==> config.mk <==
export PLATFORM = sky130hd
export DESIGN_NAME = gpib_card_device_flat
export DESIGN_NICKNAME = d
export VERILOG_FILES = /design/src/gpib_card_pkg.sv /design/src/gpib_card_if.sv /design/src/gpib_card_device.sv /design/src/flat_wrapper.sv
export VERILOG_INCLUDE_DIRS = /design/src
export SDC_FILE = /design/constraint.sdc
export NUM_CORES = 1
export LEC_CHECK = 0
export ABC_CLOCK_PERIOD_IN_PS = 4400
export BUFFER_PORTS_ARGS = -buffer_cell sky130_fd_sc_hd__clkbuf_2
export CORE_ASPECT_RATIO = 0.9
export CORE_UTILIZATION = 55
export CTS_CLUSTER_SIZE = 24
export DETAILED_ROUTE_END_ITERATION = 10
export PLACE_DENSITY_LB_ADDON = 0.25
export REMOVE_ABC_BUFFERS = 1
export SLEW_MARGIN = 15
export SYNTH_ARGS = -nofsm -noshare
export SYNTH_HDL_FRONTEND = slang
export SYNTH_SLANG_ARGS = --single-unit
==> constraint.sdc <==
create_clock -name clk_sys -period 4.4 [get_ports clk_sys]
set_input_delay 0.44 -clock clk_sys [delete_from_list [all_inputs] [get_ports clk_sys]]
set_output_delay 0.44 -clock clk_sys [all_outputs]
set_load 0.03 [all_outputs]
==> src/gpib_card_consts.svh <==
/*
 Constants of the option card link: register offsets, field positions,
 reset values, bus line positions and timing counts.
 Assumes it is included by its bare name, after the timescale line.
*/
`ifndef GPIB_CARD_CONSTS_SVH
`define GPIB_CARD_CONSTS_SVH

// ----------------------------------------
// Register offsets (three host address bits)
// ----------------------------------------
`define REG_CTRL_STAT   3'h0
`define REG_DATA        3'h1
`define REG_AUX         3'h2
`define REG_POLL        3'h3

// ----------------------------------------
// Field positions
// ----------------------------------------
`define CTRL_TALK       0
`define CTRL_SRQ        1
`define CTRL_REMOTE     2
`define CTRL_IRQ_EN     3
`define STAT_REMOTE     0
`define STAT_RX_FULL    1
`define STAT_TX_DONE    2
`define STAT_TALK       3
`define STAT_SRQ        4
`define AUX_END         0
`define CTRL_RESET      4'h0
`define POLL_RESET      8'h00

// ----------------------------------------
// Management line positions in the control line vector
// ----------------------------------------
`define LN_DAV          0
`define LN_NRFD         1
`define LN_NDAC         2
`define LN_EOI          3
`define LN_ATN          4
`define LN_SRQ          5
`define LN_IFC          6
`define LN_REN          7
`define CMD_POLL_ENABLE 8'h18

// ----------------------------------------
// Timing: host clock out, init sequence, strobe widths
// ----------------------------------------
`define SYS_CLK_HZ      20000000
`define CARD_CLK_HZ     1228800
`define CARD_HALF_CYC   (`SYS_CLK_HZ / (2 * `CARD_CLK_HZ))
`define INIT_WRITES     6
`define WR_LOW_CYC      2
`define RD_CYC          2

`endif

==> src/gpib_card_pkg.sv <==
/*
 Types shared by both ends of the option card link.
 Assumes nothing beyond a SystemVerilog compiler.
*/
package gpib_card_pkg;

	// Card side bus handshake states
	typedef enum logic [3:0] {
		HS_IDLE   = 4'b0001,
		HS_LACPT  = 4'b0010,
		HS_TSETUP = 4'b0100,
		HS_TVALID = 4'b1000
	} hsState_t;

	// Host side access states
	typedef enum logic [4:0] {
		HO_INIT  = 5'b00001,
		HO_IDLE  = 5'b00010,
		HO_WLOW  = 5'b00100,
		HO_WHIGH = 5'b01000,
		HO_READ  = 5'b10000
	} hostState_t;

endpackage

==> src/gpib_card_if.sv <==
/*
 Host microprocessor bus between the instrument host and the option card.
 Assumes both ends run on the same system clock; resolves the shared data
 bus and the pulled-up open-drain interrupt line.
*/
`timescale 1ns/1ps
`default_nettype none

interface gpib_card_if;
	// ----------------------------------------
	// Host driven
	// ----------------------------------------
	logic [2:0] addr;
	logic [7:0] hostData;
	logic       chipSelectN;
	logic       readDataDrive;
	logic       writeStrobeN;
	logic       cardClock;
	// ----------------------------------------
	// Card driven
	// ----------------------------------------
	logic [7:0] cardData;
	logic       cardDataOeN;
	logic       irqOut;
	logic       irqOeN;
	logic       optionPresentN;
	// ----------------------------------------
	// Resolved wires
	// ----------------------------------------
	logic [7:0] readBus;
	logic       hostInterruptN;

	// Pull-up on the interrupt line, released data bus reads high
	assign hostInterruptN = irqOeN ? 1'b1 : irqOut;
	assign readBus        = cardDataOeN ? 8'hff : cardData;

	modport card (input addr, hostData, chipSelectN, readDataDrive, writeStrobeN, cardClock,
		output cardData, cardDataOeN, irqOut, irqOeN, optionPresentN);
	modport host (output addr, hostData, chipSelectN, readDataDrive, writeStrobeN, cardClock,
		input readBus, hostInterruptN, optionPresentN);
endinterface

`default_nettype wire

==> src/gpib_card_device.sv <==
/*
 Option card end: four byte registers for the host, per character
 interrupt, and the instrument bus handshake with transceiver directions.
 Assumes the host end of gpib_card_if on the same clk_sys, and instrument
 bus lines arriving asynchronously as level (low = true) inputs.
*/
`timescale 1ns/1ps
`default_nettype none
`include "gpib_card_consts.svh"

module gpib_card_device
	import gpib_card_pkg::*;
(
	// Clock and reset
	input  wire logic  clk_sys,
	input  wire logic  resetn,
	// Host bus
	gpib_card_if.card  hostBus,
	// Instrument bus data lines
	input  wire logic [7:0] dioIn,
	output logic      [7:0] dioOut,
	output logic      [7:0] dioOeN,
	// Instrument bus management lines
	input  wire logic [7:0] ctlIn,
	output logic      [7:0] ctlOut,
	output logic      [7:0] ctlOeN,
	// Transceiver direction and status
	output logic            talkerDirectionSelect,
	output logic            controllerInCharge,
	output logic            remoteStateOut
);

	// ----------------------------------------
	// Input synchronisers
	// ----------------------------------------
	logic [7:0] dioMeta, dioSync, ctlMeta, ctlSync;

	// Bus pins are asynchronous: two flops before any use
	always_ff @(posedge clk_sys or negedge resetn) begin
		if (!resetn) begin
			dioMeta <= 8'hff;
			dioSync <= 8'hff;
			ctlMeta <= 8'hff;
			ctlSync <= 8'hff;
		end else begin
			dioMeta <= dioIn;
			dioSync <= dioMeta;
			ctlMeta <= ctlIn;
			ctlSync <= ctlMeta;
		end
	end

	logic atnTrue, davTrue, nrfdHigh, ndacHigh, ifcTrue;
	assign atnTrue  = ~ctlSync[`LN_ATN];
	assign davTrue  = ~ctlSync[`LN_DAV];
	assign nrfdHigh = ctlSync[`LN_NRFD];
	assign ndacHigh = ctlSync[`LN_NDAC];
	assign ifcTrue  = ~ctlSync[`LN_IFC];

	// ----------------------------------------
	// Host strobes and card clock edges
	// ----------------------------------------
	logic wrPrev, rdPrev, clkPrev;
	logic wrEvent, rdEvent, tick, reading;

	// Same clock as the host logic, so no synchroniser is needed here
	always_ff @(posedge clk_sys or negedge resetn) begin
		if (!resetn) begin
			wrPrev  <= 1'b1;
			rdPrev  <= 1'b0;
			clkPrev <= 1'b0;
		end else begin
			wrPrev  <= hostBus.writeStrobeN;
			rdPrev  <= reading;
			clkPrev <= hostBus.cardClock;
		end
	end

	assign reading = ~hostBus.chipSelectN & hostBus.readDataDrive;
	assign wrEvent = ~wrPrev & hostBus.writeStrobeN & ~hostBus.chipSelectN;
	assign rdEvent = reading & ~rdPrev;
	assign tick    = hostBus.cardClock & ~clkPrev;

	// ----------------------------------------
	// Registers
	// ----------------------------------------
	logic [3:0] ctrl_reg;
	logic [7:0] poll_reg, txData_reg, rxData_reg;
	logic       txEnd_reg, txFull_reg, txDone_reg, rxFull_reg;
	logic       byteTaken, txFinished, pollSeen;
	hsState_t   hs_reg;

	// Host writes; bus events clear alongside
	always_ff @(posedge clk_sys or negedge resetn) begin
		if (!resetn) begin
			ctrl_reg   <= `CTRL_RESET;
			poll_reg   <= `POLL_RESET;
			txData_reg <= 8'h00;
			txEnd_reg  <= 1'b0;
		end else begin
			// End flag covers one byte only; a host write in the same cycle wins
			if (txFinished)
				txEnd_reg <= 1'b0;
			if (wrEvent) begin
				case (hostBus.addr)
					`REG_CTRL_STAT: ctrl_reg <= hostBus.hostData[3:0];
					`REG_DATA:      txData_reg <= hostBus.hostData;
					`REG_AUX:       txEnd_reg <= hostBus.hostData[`AUX_END];
					`REG_POLL:      poll_reg <= hostBus.hostData;
					default: ;
				endcase
			end
			// A poll from the controller withdraws the request
			if (pollSeen)
				ctrl_reg[`CTRL_SRQ] <= 1'b0;
			// Bus reset drops the talk address
			if (ifcTrue)
				ctrl_reg[`CTRL_TALK] <= 1'b0;
		end
	end

	// Transfer flags: a bus event in the same cycle as the host clear wins
	always_ff @(posedge clk_sys or negedge resetn) begin
		if (!resetn) begin
			txFull_reg <= 1'b0;
			txDone_reg <= 1'b0;
			rxFull_reg <= 1'b0;
		end else begin
			// A fresh host byte must not be lost to the finish of the old one
			if (txFinished)
				txFull_reg <= 1'b0;
			if (wrEvent && hostBus.addr == `REG_DATA) begin
				txFull_reg <= 1'b1;
				txDone_reg <= 1'b0;
			end
			if (rdEvent && hostBus.addr == `REG_DATA)
				rxFull_reg <= 1'b0;
			if (txFinished)
				txDone_reg <= 1'b1;
			if (byteTaken && !atnTrue)
				rxFull_reg <= 1'b1;
		end
	end

	// ----------------------------------------
	// Instrument bus handshake, stepped on the card clock
	// ----------------------------------------
	logic ready;
	assign ready      = ~rxFull_reg | atnTrue;
	assign byteTaken  = tick & (hs_reg == HS_IDLE) & ~talkerDirectionSelect & davTrue & ready;
	assign txFinished = tick & (hs_reg == HS_TVALID) & ndacHigh;
	assign pollSeen   = byteTaken & atnTrue & (~dioSync == `CMD_POLL_ENABLE);

	// Runs each character alone; as talker, once the host has loaded it
	always_ff @(posedge clk_sys or negedge resetn) begin
		if (!resetn) begin
			hs_reg     <= HS_IDLE;
			rxData_reg <= 8'h00;
		end else if (tick) begin
			case (hs_reg)
				HS_IDLE: begin
					if (byteTaken) begin
						if (!atnTrue)
							rxData_reg <= ~dioSync;
						hs_reg <= HS_LACPT;
					end else if (talkerDirectionSelect && txFull_reg && nrfdHigh && !ndacHigh)
						hs_reg <= HS_TSETUP;
				end
				HS_LACPT: begin
					if (!davTrue)
						hs_reg <= HS_IDLE;
				end
				HS_TSETUP: begin
					hs_reg <= talkerDirectionSelect ? HS_TVALID : HS_IDLE;
				end
				HS_TVALID: begin
					if (ndacHigh || !talkerDirectionSelect)
						hs_reg <= HS_IDLE;
				end
				default: hs_reg <= HS_IDLE;
			endcase
		end
	end

	// ----------------------------------------
	// Direction control and line levels (low = true on the wire)
	// ----------------------------------------
	logic [7:0] ctlTx;
	logic       lastByte;

	// Talk select follows the talk address; reset value keeps listener
	assign talkerDirectionSelect = ctrl_reg[`CTRL_TALK];
	assign controllerInCharge    = 1'b1;
	assign remoteStateOut        = ctrl_reg[`CTRL_REMOTE];
	assign lastByte              = (hs_reg == HS_TVALID) & txEnd_reg;

	// Transmit enable per management line
	always_comb begin
		ctlTx              = 8'h00;
		ctlTx[`LN_SRQ]     = 1'b1;
		ctlTx[`LN_DAV]     = talkerDirectionSelect;
		ctlTx[`LN_NRFD]    = ~talkerDirectionSelect;
		ctlTx[`LN_NDAC]    = ~talkerDirectionSelect;
		ctlTx[`LN_EOI]     = talkerDirectionSelect & ~atnTrue;
	end

	// Output enables are low while the transceiver transmits
	genvar i;
	generate
		for (i = 0; i < 8; i++) begin : gDir
			assign dioOeN[i] = ~talkerDirectionSelect;
			assign ctlOeN[i] = ~ctlTx[i];
		end
	endgenerate

	assign dioOut = ~txData_reg;

	// Line levels; released lines sit high
	always_comb begin
		ctlOut              = 8'hff;
		ctlOut[`LN_DAV]     = ~(hs_reg == HS_TVALID);
		ctlOut[`LN_NRFD]    = ~((hs_reg == HS_LACPT) | ~ready);
		ctlOut[`LN_NDAC]    = ~(hs_reg != HS_LACPT);
		ctlOut[`LN_EOI]     = ~lastByte;
		ctlOut[`LN_SRQ]     = ~ctrl_reg[`CTRL_SRQ];
	end

	// ----------------------------------------
	// Host read data and interrupt
	// ----------------------------------------
	logic [7:0] readData_reg;
	logic       driving_reg;
	logic [7:0] statusByte;

	assign statusByte = {3'h0, ctrl_reg[`CTRL_SRQ], talkerDirectionSelect,
		txDone_reg, rxFull_reg, ctrl_reg[`CTRL_REMOTE]};

	// Read data is registered; the bus is driven one cycle into the read
	always_ff @(posedge clk_sys or negedge resetn) begin
		if (!resetn) begin
			readData_reg <= 8'h00;
			driving_reg  <= 1'b0;
		end else begin
			driving_reg <= reading;
			case (hostBus.addr)
				`REG_CTRL_STAT: readData_reg <= statusByte;
				`REG_DATA:      readData_reg <= rxData_reg;
				`REG_AUX:       readData_reg <= {6'h00, txFull_reg, txEnd_reg};
				`REG_POLL:      readData_reg <= poll_reg;
				default:        readData_reg <= 8'h00;
			endcase
		end
	end

	assign hostBus.cardData       = readData_reg;
	assign hostBus.cardDataOeN    = ~(driving_reg & reading);
	assign hostBus.irqOut         = 1'b0;
	assign hostBus.irqOeN         = ~(ctrl_reg[`CTRL_IRQ_EN] & (rxFull_reg | txDone_reg));
	assign hostBus.optionPresentN = 1'b0;

endmodule

`default_nettype wire

==> src/flat_wrapper.sv <==
// flat-port wrapper written by rule: the top's interface ports become plain ports
module gpib_card_device_flat import gpib_card_pkg::*;
  (clk_sys, resetn, dioIn, dioOut, dioOeN, ctlIn, ctlOut, ctlOeN, talkerDirectionSelect, controllerInCharge, remoteStateOut, hostBus_addr, hostBus_hostData, hostBus_chipSelectN, hostBus_readDataDrive, hostBus_writeStrobeN, hostBus_cardClock, hostBus_cardData, hostBus_cardDataOeN, hostBus_irqOut, hostBus_irqOeN, hostBus_optionPresentN);
  gpib_card_if hostBus_i ();
  input  wire logic clk_sys;
  input  wire logic resetn;
  input  wire logic [7:0] dioIn;
  output logic      [7:0] dioOut;
  output logic      [7:0] dioOeN;
  input  wire logic [7:0] ctlIn;
  output logic      [7:0] ctlOut;
  output logic      [7:0] ctlOeN;
  output logic talkerDirectionSelect;
  output logic controllerInCharge;
  output logic remoteStateOut;
  input wire logic [$bits(hostBus_i.addr)-1:0] hostBus_addr;
  input wire logic [$bits(hostBus_i.hostData)-1:0] hostBus_hostData;
  input wire logic [$bits(hostBus_i.chipSelectN)-1:0] hostBus_chipSelectN;
  input wire logic [$bits(hostBus_i.readDataDrive)-1:0] hostBus_readDataDrive;
  input wire logic [$bits(hostBus_i.writeStrobeN)-1:0] hostBus_writeStrobeN;
  input wire logic [$bits(hostBus_i.cardClock)-1:0] hostBus_cardClock;
  output wire logic [$bits(hostBus_i.cardData)-1:0] hostBus_cardData;
  output wire logic [$bits(hostBus_i.cardDataOeN)-1:0] hostBus_cardDataOeN;
  output wire logic [$bits(hostBus_i.irqOut)-1:0] hostBus_irqOut;
  output wire logic [$bits(hostBus_i.irqOeN)-1:0] hostBus_irqOeN;
  output wire logic [$bits(hostBus_i.optionPresentN)-1:0] hostBus_optionPresentN;
  assign hostBus_i.addr = hostBus_addr;
  assign hostBus_i.hostData = hostBus_hostData;
  assign hostBus_i.chipSelectN = hostBus_chipSelectN;
  assign hostBus_i.readDataDrive = hostBus_readDataDrive;
  assign hostBus_i.writeStrobeN = hostBus_writeStrobeN;
  assign hostBus_i.cardClock = hostBus_cardClock;
  assign hostBus_cardData = hostBus_i.cardData;
  assign hostBus_cardDataOeN = hostBus_i.cardDataOeN;
  assign hostBus_irqOut = hostBus_i.irqOut;
  assign hostBus_irqOeN = hostBus_i.irqOeN;
  assign hostBus_optionPresentN = hostBus_i.optionPresentN;
  gpib_card_device u_core (.clk_sys(clk_sys), .resetn(resetn), .hostBus(hostBus_i), .dioIn(dioIn), .dioOut(dioOut), .dioOeN(dioOeN), .ctlIn(ctlIn), .ctlOut(ctlOut), .ctlOeN(ctlOeN), .talkerDirectionSelect(talkerDirectionSelect), .controllerInCharge(controllerInCharge), .remoteStateOut(remoteStateOut));
endmodule
# Word-level counts from Yosys, hierarchy flattened
# Index checks and enable logic that the tools add are counted.
# W data, S select, Z words.
word_totals:
  ff_bits: 77
  latch_bits: 0
  ramBits: 0
  mem_bits_ro: 0
  input_bits: 33
  output_inout_bits: 47
  wordCells: 113
  memories: 0
op_classes:
  n_addsub: 0
  multipliers: 0
  n_div: 0
  magnitude_cmp: 0
  eq_ne: 14
  shift: 0
  n_mux: 20
  bitwise: 39
  reduce_logical: 21
op_table:
  columns: ["op", "n"]
  rows:
  - ["$pmux W8 S4", 1]
  - ["$mux W4", 5]
  - ["$and A1 B1 Y1", 17]
  - ["$not A1 Y1", 17]
  - ["$not A8 Y8", 2]
  - ["$pmux W4 S4", 1]
  - ["$mux W1", 11]
  - ["$reduce_and A2 Y1", 5]
  - ["$eq A8 B5 Y1 const B", 1]
  - ["$reduce_and A4 Y1", 2]
  - ["$reduce_bool A2 Y1", 4]
  - ["$eq A3 B2 Y1 const B", 2]
  - ["$logic_and A1 B1 Y1", 6]
  - ["$eq A4 B1 Y1 const B", 1]
  - ["$eq A4 B2 Y1 const B", 1]
  - ["$eq A4 B3 Y1 const B", 1]
  - ["$eq A4 B4 Y1 const B", 1]
  - ["$mux W2", 2]
  - ["$ne A2 B1 Y1 const B", 2]
  - ["$ne A2 B2 Y1 const B", 2]
  - ["$ne A4 B2 Y1 const B", 1]
  - ["$eq A3 B1 Y1 const B", 1]
  - ["$logic_not A3 Y1", 1]
  - ["$ne A3 B2 Y1 const B", 1]
  - ["other kinds (3)", 6]

# Longest topological paths before layout
# Gate-level depths: netlist of run 1.
depth:
  depth_word: 10
  depth_mapped: 6
  ltp_nobuf: 4

# Worst setup path after synthesis of run 1
# Ideal clock, no wire load.
synth_path:
  path_type: "register to output"
  from: "reg u_core.hs_reg[3]"
  to: "out ctlOut[1]"
  arrival_ns: 2.053
  required_time_ns: 3.960
  path_slack_ns: 1.907
  path_stages_with_launch: 3
  n_path_buf: 0
  path_cell_list: "dfrtp_1 nor4b_1 a21oi_1"
synth_via:
  elab_chain_cells: 3
synth_lines:
  columns: ["element", "line", "rtl"]
  rows:
  - ["start: declaration", "gpib_card_device.sv:91", "hsState_t hs_reg;"]
  - ["start signal: assignment", "gpib_card_device.sv:174", "hs_reg <= talkerDirectionSelect ? HS_TVALID : HS_IDLE;"]
  - ["$eq A4 B2 Y1", "gpib_card_device.sv:222", "ctlOut[`LN_NRFD] = ~((hs_reg == HS_LACPT) | ~ready);"]
  - ["$or A1 B1 Y1", "gpib_card_device.sv:222", null]
  - ["$not A1 Y1", "gpib_card_device.sv:222", null]
  - ["end: declaration", "flat_wrapper.sv:11", "output logic [7:0] ctlOut;"]
# No other way between the ends.

# Worst setup path in the final report of run 1
layout_path:
  from: "reg u_core.hs_reg[2]"
  to: "out ctlOut[3]"
layout_via:
  elab_chain_cells: 3
layout_lines:
  columns: ["element", "line", "rtl"]
  rows:
  - ["$eq A4 B4 Y1", "gpib_card_device.sv:195", "assign lastByte = (hs_reg == HS_TVALID) & txEnd_reg;"]
  - ["$and A1 B1 Y1", "gpib_card_device.sv:195", null]
  - ["$not A1 Y1", "gpib_card_device.sv:224", "ctlOut[`LN_EOI] = ~lastByte;"]
# No other way between the ends.

==> results by group, run 1 <==
Job
  • Max Cap Viol: 0

Die
  • Initial Util: 58.59%
  • Die Width: 78.58 um
  • Io pins: 80
  • Total die area: 5573 um2
  • Die Y-Extent: 70.92 um
  • # rows: 24
  • Core Area: 4955 um2

GRT
  • Total global routing track utilization: 19.52%
  • Initial antenna violation count: 0
  • Largest net degree at the start of global routing: 51
  • Number of global-route vias before repair: 1,651
  • First-pass GRT wire length: 7990 um
  • Total grt overflow: 0

Place
  • Hpwl dp: 3553 um
  • Pre-CTS setup slack: 2.510 ns
  • IO buf count: 66
  • Final Wtd Congestion: 0.8298
  • DP Cell Count: 339

Route
  • DRT iter0 DRCs: 76
  • Routed wire length: 4867 um
  • Pre-antenna DRT Iters: 4
  • Antenna-violating nets left: 0
  • Via density: 4.992
  • Routed wire per std cell: 13.71 um
  • Vias: 1,772
  • DRC: 0

Timing
  • Worst Skew: 0.01290 ns
  • Tmin final: 2.170 ns
  • Achievable Freq: 0.4608 GHz
  • RSZ-0062 raised after global routing: false
  • Max_slew headroom: 53.03%
  • Setup TNS: 0 ns
  • Period utilization: 49.32%
  • Slew of the pin with the lowest slew margin: 0.6947 ns
  • Final hold vios: 0
  • Max-slew violations: 0
  • Smallest setup slack after layout: 2.230 ns
  • Final setup vio count: 0

Critical path
  • CP endpoint kind: output pin
  • Startpoint Class: flop
  • Worst path slowest cell: nor4b_1
  • Critical Path Sink: ctlOut[3]
  • FF-to-FF path depth: 4
  • R2r startpoint: u_core.hs_reg[0]
  • CP Max Fanout: 6
  • Critical path, cell by cell: nor4b_1 > nand2_1 > clkbuf_2
  • CP Data Required Time: 3.96 ns
  • Critical path launch point: u_core.hs_reg[2]
  • CP peak stage delay: 0.66 ns
  • Critical Path AT: 1.73 ns
  • Register-to-register setup slack: 2.48 ns
  • RR Endpoint: u_core.rxData_reg[7]
  • WS Path Type: flop to output pin

Synthesis
  • Yosys reg bits: 73
  • Yosys top cell by area: dfrtp_1
  • Synth top area share: 38.79%
  • Sequential fraction of the synthesis area: 64.14%
  • Top cells by count, synth: dfrtp_1 (45), dfstp_2 (28), nand2_1 (24)
  • Avg Cell Area, Syn: 13.02 um2
  • Top-count cell post-synth: dfrtp_1
  • Synth area leaders: dfrtp_1 (39%), dfstp_2 (25%), buf_4 (5.4%), mux2_2 (5.0%), mux2_4 (3.1%)
  • Ys async rst share: 100.0%
  • Mapped cell area: 2903 um2
  • Synthesis Warnings: 0
  • Post-synth EDFFs: 0
  • Post-Syn Instances: 223
  • Dominant synthesized flop cell: dfrtp_1
  • Synth cell types: 36

Clocking
  • CTS hold repair buffers: 0
  • Clk_lat worst skew: 0.34 ns
  • Clock slew at reported path FFs: 0.07 ns
  • Clock Root Buffer: clkbuf_8
  • Post-CTS sizing: 0
  • H-tree depth: 3
  • Num CTS Buffers: 9
  • Setup Fix Bufs, Post-CTS: 0
  • CTS tree: yes
  • Num Clock Sinks: 73
  • Clock buffer depth: 2

Layout
  • Area growth syn-to-layout: 15.69%
  • Layout cells sized above 1: 46.55%
  • N_diodes: 0
  • Finished Layout Cells: 355
  • Nets: 318

Status
  • Status: completed

Pwr
  • Lkg Pwr: 1.638 nW
  • Power Dens Cells: 462.2 nW/um2
  • Peak VDD IR: 0.3037 mV

Min path
  • Hold Crit Class: input pin to async pin
## logic make-up after synthesis
logic type,Yosys count,synth area share [%]
flops,73,64.14
other cells,2,0.2587
buf+inv,38,7.931
mux,24,10.73
simple gates,59,10.86
compound gates,27,6.078
## layout by cell type (no fill, tap or decap), drive strengths merged, types with 3 or more instances in the layout
cell,Yosys,layout
a22oi,3,3
clkbuf,1,77
clkinv,0,4
conb,2,10
dfrtp,45,45
dfstp,28,28
inv,14,14
mux2,19,19
mux2i,3,3
nand2,24,24
nand2b,3,3
nand3,5,5
nor2,11,11
nor2b,6,6
nor4b,6,6
o21ai,12,12
o31ai,3,3
## layout make-up
type | instances | area [um2]
sequential | 73 | 1862
clock buffer | 12 | 156.4
fill | 399 | 1597
inverter | 14 | 52.55
tap | 65 | 81.33
clock inverter | 4 | 27.53
timing repair buffer | 67 | 337.8
multi-input combinational | 120 | 840.8
## stage by stage
| step | power, mW | hold WS [ns] | utilization, % | area (um2) |
|---|---|---|---|---|
| 5_1_grt | 1.634 | 0.1002 | 67.78 | 3358 |
| 4_1_cts | 1.571 | 0.07083 | 67.78 | 3358 |
| 6_report | 1.552 | 0.06661 | 67.78 | 3358 |
| 3_5_place_dp | 1.102 | 0.3468 | 64.07 | 3174 |
| 2_1_floorplan | 1.002 | 0.1444 | - | 2755 |
| 3_3_place_gp | 1.091 | 0.3455 | 64.07 | 3174 |
## routing by layer
metal | vias up | track usage [%] | wire, um
met5 | - | 0 | 0
met4 | 0 | 6.790 | 85
met3 | 11 | 8.903 | 388
met2 | 70 | 26.76 | 2168
met1 | 837 | 27.60 | 2225
li1 | 854 | - | -
## worst min path at each step
stage                 startpoint                          to  slack (ns)  cells past startpoint
3_3_place_gp   u_core.dioMeta[5]           u_core.dioSync[5]        0.35                      0
3_5_place_dp   u_core.ctlMeta[2]           u_core.ctlSync[2]        0.35                      0
2_1_floorplan             resetn              u_core.clkPrev        0.14                      0
6_report                  resetn  u_core.hostBus.cardData[0]        0.07                      1
5_1_grt                   resetn  u_core.hostBus.cardData[0]        0.10                      1
4_1_cts                   resetn  u_core.hostBus.cardData[0]        0.07                      1
## power breakdown
group          switching, mW  internal, mW  leakage [nW]
sequential            0.0541         0.771         0.874
combinational          0.158         0.104         0.669
clock                  0.226         0.239        0.0955
total                  0.438          1.11          1.64
## critical path, delay by kind of cell (launching register included)
family | cells | cell delay [ns]
AND/OR/NAND/NOR | 2 | 0.76
flip-flops | 1 | 0.43
buffers and inverters | 1 | 0.20
Note: power is estimated with default switching activity, not from simulation.
==> run 2, diff against run 1 <==
--- a/config.mk
+++ b/config.mk
@@ -6,10 +6,10 @@
 export SDC_FILE = /design/constraint.sdc
 export NUM_CORES = 1
 export LEC_CHECK = 0
-export ABC_CLOCK_PERIOD_IN_PS = 4400
+export ABC_CLOCK_PERIOD_IN_PS = 1910
 export BUFFER_PORTS_ARGS = -buffer_cell sky130_fd_sc_hd__clkbuf_2
 export CORE_ASPECT_RATIO = 0.9
-export CORE_UTILIZATION = 55
+export CORE_UTILIZATION = 46
 export CTS_CLUSTER_SIZE = 24
 export DETAILED_ROUTE_END_ITERATION = 10
 export PLACE_DENSITY_LB_ADDON = 0.25
==> constraint.sdc (replaced) <==
create_clock -name clk_sys -period 1.91 [get_ports clk_sys]
set_input_delay 0.191 -clock clk_sys [delete_from_list [all_inputs] [get_ports clk_sys]]
set_output_delay 0.191 -clock clk_sys [all_outputs]
set_load 0.03 [all_outputs]
==> run 2 against run 1 <==
  * Core utilization down 7.9 points
  * Sequential share of layout area down 4.6 points
  * Worst hold slack better by 0.019 ns
  * Largest power group unchanged
  * Die area up 19%
  * Final area up 9.0%
  * Cell count up 13%
==> results by group, run 2 (synthesized netlist as in run 1, its figures left out) <==
Timing
  • Smallest setup slack after layout: 0.09372 ns
  • Max-slew violations: 0
  • Final setup vio count: 0
  • Achievable Freq: 0.5506 GHz
  • RSZ-0062 raised after global routing: false
  • Period utilization: 95.09%
  • Worst Skew: 0.005059 ns
  • Tmin final: 1.816 ns
  • Final hold vios: 0

Die
  • Initial Util: 47.47%
  • Die Y-Extent: 77.36 um
  • Io pins: 80
  • Total die area: 6632 um2
  • Die Width: 85.74 um
  • # rows: 27
  • Core Area: 6115 um2

Clocking
  • Num CTS Buffers: 9
  • Clock buffer depth: 2
  • Setup Fix Bufs, Post-CTS: 0
  • Clock Root Buffer: clkbuf_8
  • H-tree depth: 3
  • Clk_lat worst skew: 0.35 ns
  • Num Clock Sinks: 73
  • CTS tree: yes
  • Clock slew at reported path FFs: 0.07 ns

Route
  • Pre-antenna DRT Iters: 4
  • Antenna-violating nets left: 0
  • DRT iter0 DRCs: 68
  • DRC: 0
  • Via density: 4.590
  • Routed wire length: 5078 um
  • Vias: 1,836
  • Routed wire per std cell: 12.70 um

Place
  • Pre-CTS setup slack: 0.2614 ns
  • Final Wtd Congestion: 0.8006
  • IO buf count: 66
  • Hpwl dp: 3597 um

Pwr
  • Peak VDD IR: 0.5636 mV
  • Int Power: 2.715 mW
  • Sw frac: 28.00%
  • Comb pwr share: 17.0%
  • Flop pwr share: 50.6%
  • Sw power: 1.056 mW
  • Power Dens Cells: 1030 nW/um2
  • Lkg Pwr: 1.764 nW
  • Clk pwr share: 32.4%
  • Overall power: 3.771 mW

Critical path
  • Startpoint Class: flop
  • CP Data Required Time: 1.72 ns
  • Critical Path AT: 1.63 ns
  • WS Path Type: flop to output pin
  • CP endpoint kind: output pin
  • CP Max Fanout: 6

GRT
  • Number of global-route vias before repair: 1,681
  • Total grt overflow: 0
  • First-pass GRT wire length: 8259 um
  • Largest net degree at the start of global routing: 35
  • Total global routing track utilization: 17.10%
  • Initial antenna violation count: 0

Layout
  • Nets: 341
  • Area growth syn-to-layout: 26.12%
  • Final Util: 59.87%
  • Commonest non-fill, non-tap cells in the layout: clkbuf_2 (65), dfrtp_1 (45), dfstp_2 (28)
  • Commonest non-fill, non-tap cell in the layout: clkbuf_2
  • N_diodes: 0
  • Layout cells sized above 1: 46.33%

Job
  • Max Cap Viol: 0

Min path
  • Hold Crit Class: input pin to flop

Status
  • Status: completed
-- run 2: path summary, 6_finish.rpt --
kind	cells after the start	end	slack, ns	from
worst max-delay path	4	ctlOut[3]	0.09	u_core.hs_reg[2]
worst min-delay path	2	u_core.rdPrev	0.09	hostBus_chipSelectN
worst max register to register	3	u_core.poll_reg[2]	0.36	u_core.wrPrev
worst min register to register	0	u_core.dioSync[1]	0.36	u_core.dioMeta[1]
max in group asynchronous	3	u_core.dioSync[5]	0.97	resetn
min in group asynchronous	2	u_core.txDone_reg	0.33	resetn
-- run 2: cell type report --
class / instances / area [um2]
clock buffers: 13 / 191.4
clock inverters: 3 / 17.52
fillers: 502 / 2454
inverters: 14 / 52.55
multi-input cells: 120 / 853.3
flip-flops and latches: 73 / 1862
well taps: 87 / 108.9
repair buffers: 90 / 575.6
-- run 2: worst max-delay path, stage by stage, from the launching register on --
cell and delay [ns]:
dfrtp_1 0.45, nor4b_2 0.43, buf_4 0.18, nand2_1 0.04, clkbuf_2 0.17
-- run 2: repair_timing --
| action | in CTS | in global routing |
|---|---|---|
| hold buffers | 16 | 0 |
| endpoints found under the setup margin | 2 | 2 |
| pin swaps | 0 | 0 |
| resized for setup | 1 | 1 |
| endpoints found under the hold margin | 29 | 0 |
-- run 2: power groups by stage --
stage / clock network (mW) / registers (mW) / logic [mW]
floorplan: 0 / 1.93 / 0.379
global placement: 0 / 1.93 / 0.607
detailed placement: 0 / 1.93 / 0.622
CTS: 1.25 / 1.91 / 0.649
global route: 1.32 / 1.93 / 0.706
finish: 1.22 / 1.91 / 0.643
-- run 2: stage by stage --
stage | cells | hold WS, ns | area (um2) | setup TNS (ns)
final | 400 | 0.08511 | 3661 | 0
after global routing | 400 | 0.07890 | 3661 | 0
after CTS | 400 | 0.06569 | 3655 | 0
after detailed placement | 368 | 0.1861 | 3279 | 0
after global placement | 368 | 0.1849 | 3279 | 0
after floorplan | 207 | -0.1046 | 2755 | -8.337
-- run 2: routing by layer --
layer	track usage [%]	share of wire (%)
met1	23.29	49
met2	23.44	43
met3	7.340	5.9
met4	8.167	2.6
met5	0	0
==> run 3, diff against run 2 <==
--- a/config.mk
+++ b/config.mk
@@ -6,10 +6,10 @@
 export SDC_FILE = /design/constraint.sdc
 export NUM_CORES = 1
 export LEC_CHECK = 0
-export ABC_CLOCK_PERIOD_IN_PS = 1910
+export ABC_AREA = 1
 export BUFFER_PORTS_ARGS = -buffer_cell sky130_fd_sc_hd__clkbuf_2
 export CORE_ASPECT_RATIO = 0.9
-export CORE_UTILIZATION = 46
+export CORE_UTILIZATION = 47
 export CTS_CLUSTER_SIZE = 24
 export DETAILED_ROUTE_END_ITERATION = 10
 export PLACE_DENSITY_LB_ADDON = 0.25
==> run 3 against run 2 <==
  * Total power increased by 9.5%
  * Register-to-register slack better by 0.12 ns
  * Sequential power is 5% higher
  * Final area rose by 0.89%
==> results by group, run 3 <==
Critical path
  • CP peak stage delay: 0.41 ns
  • CP Data Required Time: 1.72 ns
  • R2r startpoint: u_core.ctrl_reg[0]
  • WS Path Type: flop to output pin
  • Critical path launch point: u_core.hs_reg[3]
  • CP top delay family: flip-flops
  • Startpoint Class: flop
  • Worst path slowest cell: dfrtp_1
  • CP endpoint kind: output pin
  • Critical Path AT: 1.41 ns
  • Worst Path Buf+Inv: 2
  • Critical path, cell by cell: nor2_2 > inv_1 > nor3_1 > clkbuf_2
  • CP Max Fanout: 3

Place
  • Hpwl dp: 3771 um
  • IO buf count: 66
  • DP Cell Count: 424
  • Placed cell areas: 3324 um2
  • Final Wtd Congestion: 0.8458

Synthesis
  • Synth top area share: 37.64%
  • Synth area leaders: dfrtp_1 (38%), dfstp_2 (25%), nand2_1 (8.9%), o21ai_2 (7.0%), buf_4 (5.0%)
  • Synth cell types: 25
  • Top cells by count, synth: nand2_1 (71), dfrtp_1 (45), inv_1 (32)
  • Top-count cell post-synth: nand2_1
  • Ys async rst share: 100.0%
  • Post-Syn Instances: 283
  • Yosys reg bits: 73
  • Yosys top cell by area: dfrtp_1
  • Avg Cell Area, Syn: 10.57 um2
  • Dominant synthesized flop cell: dfrtp_1
  • Sequential fraction of the synthesis area: 62.23%
  • Mapped cell area: 2992 um2
  • Synthesis Warnings: 0
  • Post-synth EDFFs: 0

Clocking
  • Clock buffer depth: 2
  • Post-CTS sizing: 0
  • CTS tree: yes
  • Clock slew at reported path FFs: 0.07 ns
  • Clk_lat worst skew: 0.34 ns
  • H-tree depth: 3
  • Num Clock Sinks: 73
  • Clock Root Buffer: clkbuf_8
  • Num CTS Buffers: 9

Timing
  • Tmin final: 1.605 ns
  • Hold_ws: 0.06224 ns
  • RSZ-0062 raised after global routing: false
  • Slew of the pin with the lowest slew margin: 0.5887 ns
  • Period utilization: 84.02%
  • Setup TNS: 0 ns
  • Max_slew headroom: 60.76%
  • Final setup vio count: 0
  • Final hold vios: 0
  • Worst Skew: 0.009370 ns
  • Max-slew violations: 0
  • Achievable Freq: 0.6231 GHz

GRT
  • Total global routing track utilization: 17.64%
  • First-pass GRT wire length: 8666 um
  • Initial antenna violation count: 0
  • Largest net degree at the start of global routing: 31
  • Total grt overflow: 0
  • Number of global-route vias before repair: 1,804

Min path
  • Worst hold start: hostBus_chipSelectN
  • Hold Crit Class: input pin to flop

Route
  • Routed wire per std cell: 11.67 um
  • Pre-antenna DRT Iters: 4
  • DRC: 0
  • Via density: 4.351
  • DRT iter0 DRCs: 128
  • Vias: 1,984
  • Routed wire length: 5320 um
  • Antenna-violating nets left: 0

Pwr
  • Peak VDD IR: 0.6434 mV
  • Int Power: 2.863 mW
  • Lkg Pwr: 1.873 nW
  • Flop pwr share: 48.4%
  • Clk pwr share: 30.6%
  • Power Dens Cells: 1118 nW/um2
  • Sw power: 1.268 mW
  • Comb pwr share: 21.0%
  • Sw frac: 30.69%

Die
  • Initial Util: 48.93%
  • Die Width: 86.10 um
  • Core Area: 6115 um2
  • Io pins: 80
  • Die Y-Extent: 77.69 um
  • # rows: 27
  • Total die area: 6688 um2

Layout
  • Layout cells sized above 1: 40.65%
  • Nets: 397
  • Fin area: 3694 um2
  • Commonest non-fill, non-tap cells in the layout: nand2_1 (71), clkbuf_2 (65), dfrtp_1 (45)
  • N_diodes: 0
  • Area growth syn-to-layout: 23.46%
  • Commonest non-fill, non-tap cell in the layout: nand2_1
  • Finished Layout Cells: 456

Job
  • Max Cap Viol: 0

Status
  • Status: completed
## run 3: changes by cell type after synthesis, sizes merged, moves of 6 or more
| cell | previous run | this run |
|---|---|---|
| nor2 | 11 | 19 |
| mux2 | 19 | 0 |
| inv | 14 | 34 |
| nand3 | 5 | 13 |
| o21ai | 12 | 30 |
| nand2 | 24 | 74 |
| nor2b | 6 | 0 |
| nor4b | 6 | 0 |
## run 3: logic make-up after synthesis
| group | Yosys count | synth area share [%] |
|---|---|---|
| and+or+nand+nor | 113 | 17.19 |
| DFF | 73 | 62.23 |
| buffers and inverters | 58 | 10.58 |
| AOI/OAI and AO/OA | 37 | 9.745 |
| other | 2 | 0.2510 |
## run 3: power groups by stage
stage / clock (mW) / combinational (mW) / sequential (mW)
floorplan: 0 / 0.580 / 2.03
global placement: 0 / 0.829 / 2.02
detailed placement: 0 / 0.847 / 2.03
CTS: 1.30 / 0.875 / 2.00
global route: 1.37 / 0.963 / 2.03
finish: 1.26 / 0.867 / 2.00
## run 3: timing repair
action                    4_1_cts  5_1_grt
hold endpoints to repair       35        0
setup buffers                   0        0
hold buffers                   16        0
## run 3: layout make-up
class                      count  area [um2]
clock buffer                  10       127.6
clock inverter                 6       81.33
fill                         537        2421
inverter                      35       132.6
multi-input combinational    160       843.3
sequential                    73        1862
tap                           87       108.9
timing repair buffer          85       538.0
## run 3: final timing paths
| path | depth (start not counted) | end | slack [ns] |
|---|---|---|---|
| worst max-delay path | 4 | ctlOut[2] | 0.31 |
| worst min-delay path | 2 | u_core.rdPrev | 0.06 |
| worst max register to register | 6 | u_core.rxData_reg[3] | 0.48 |
| worst min register to register | 0 | u_core.ctlSync[6] | 0.35 |
| max in group asynchronous | 3 | u_core.dioMeta[2] | 0.89 |
| min in group asynchronous | 2 | u_core.ctrl_reg[3] | 0.39 |
## run 3: layer usage
metal	GRT usage, %	up-vias	wire length, um
met5	0	-	0
met4	9.000	0	45
met3	3.936	5	259
met2	25.16	61	2466
met1	25.32	901	2548
li1	-	1017	-
## run 3: metrics by stage
step,setup WS (ns),total power [mW],utilization [%]
after floorplan,-1.090,2.605,-
after global placement,0.5176,2.853,54.37
after detailed placement,0.5013,2.874,54.37
after CTS,0.2871,4.176,60.41
after global routing,0.1532,4.369,60.41
final,0.3052,4.131,60.41
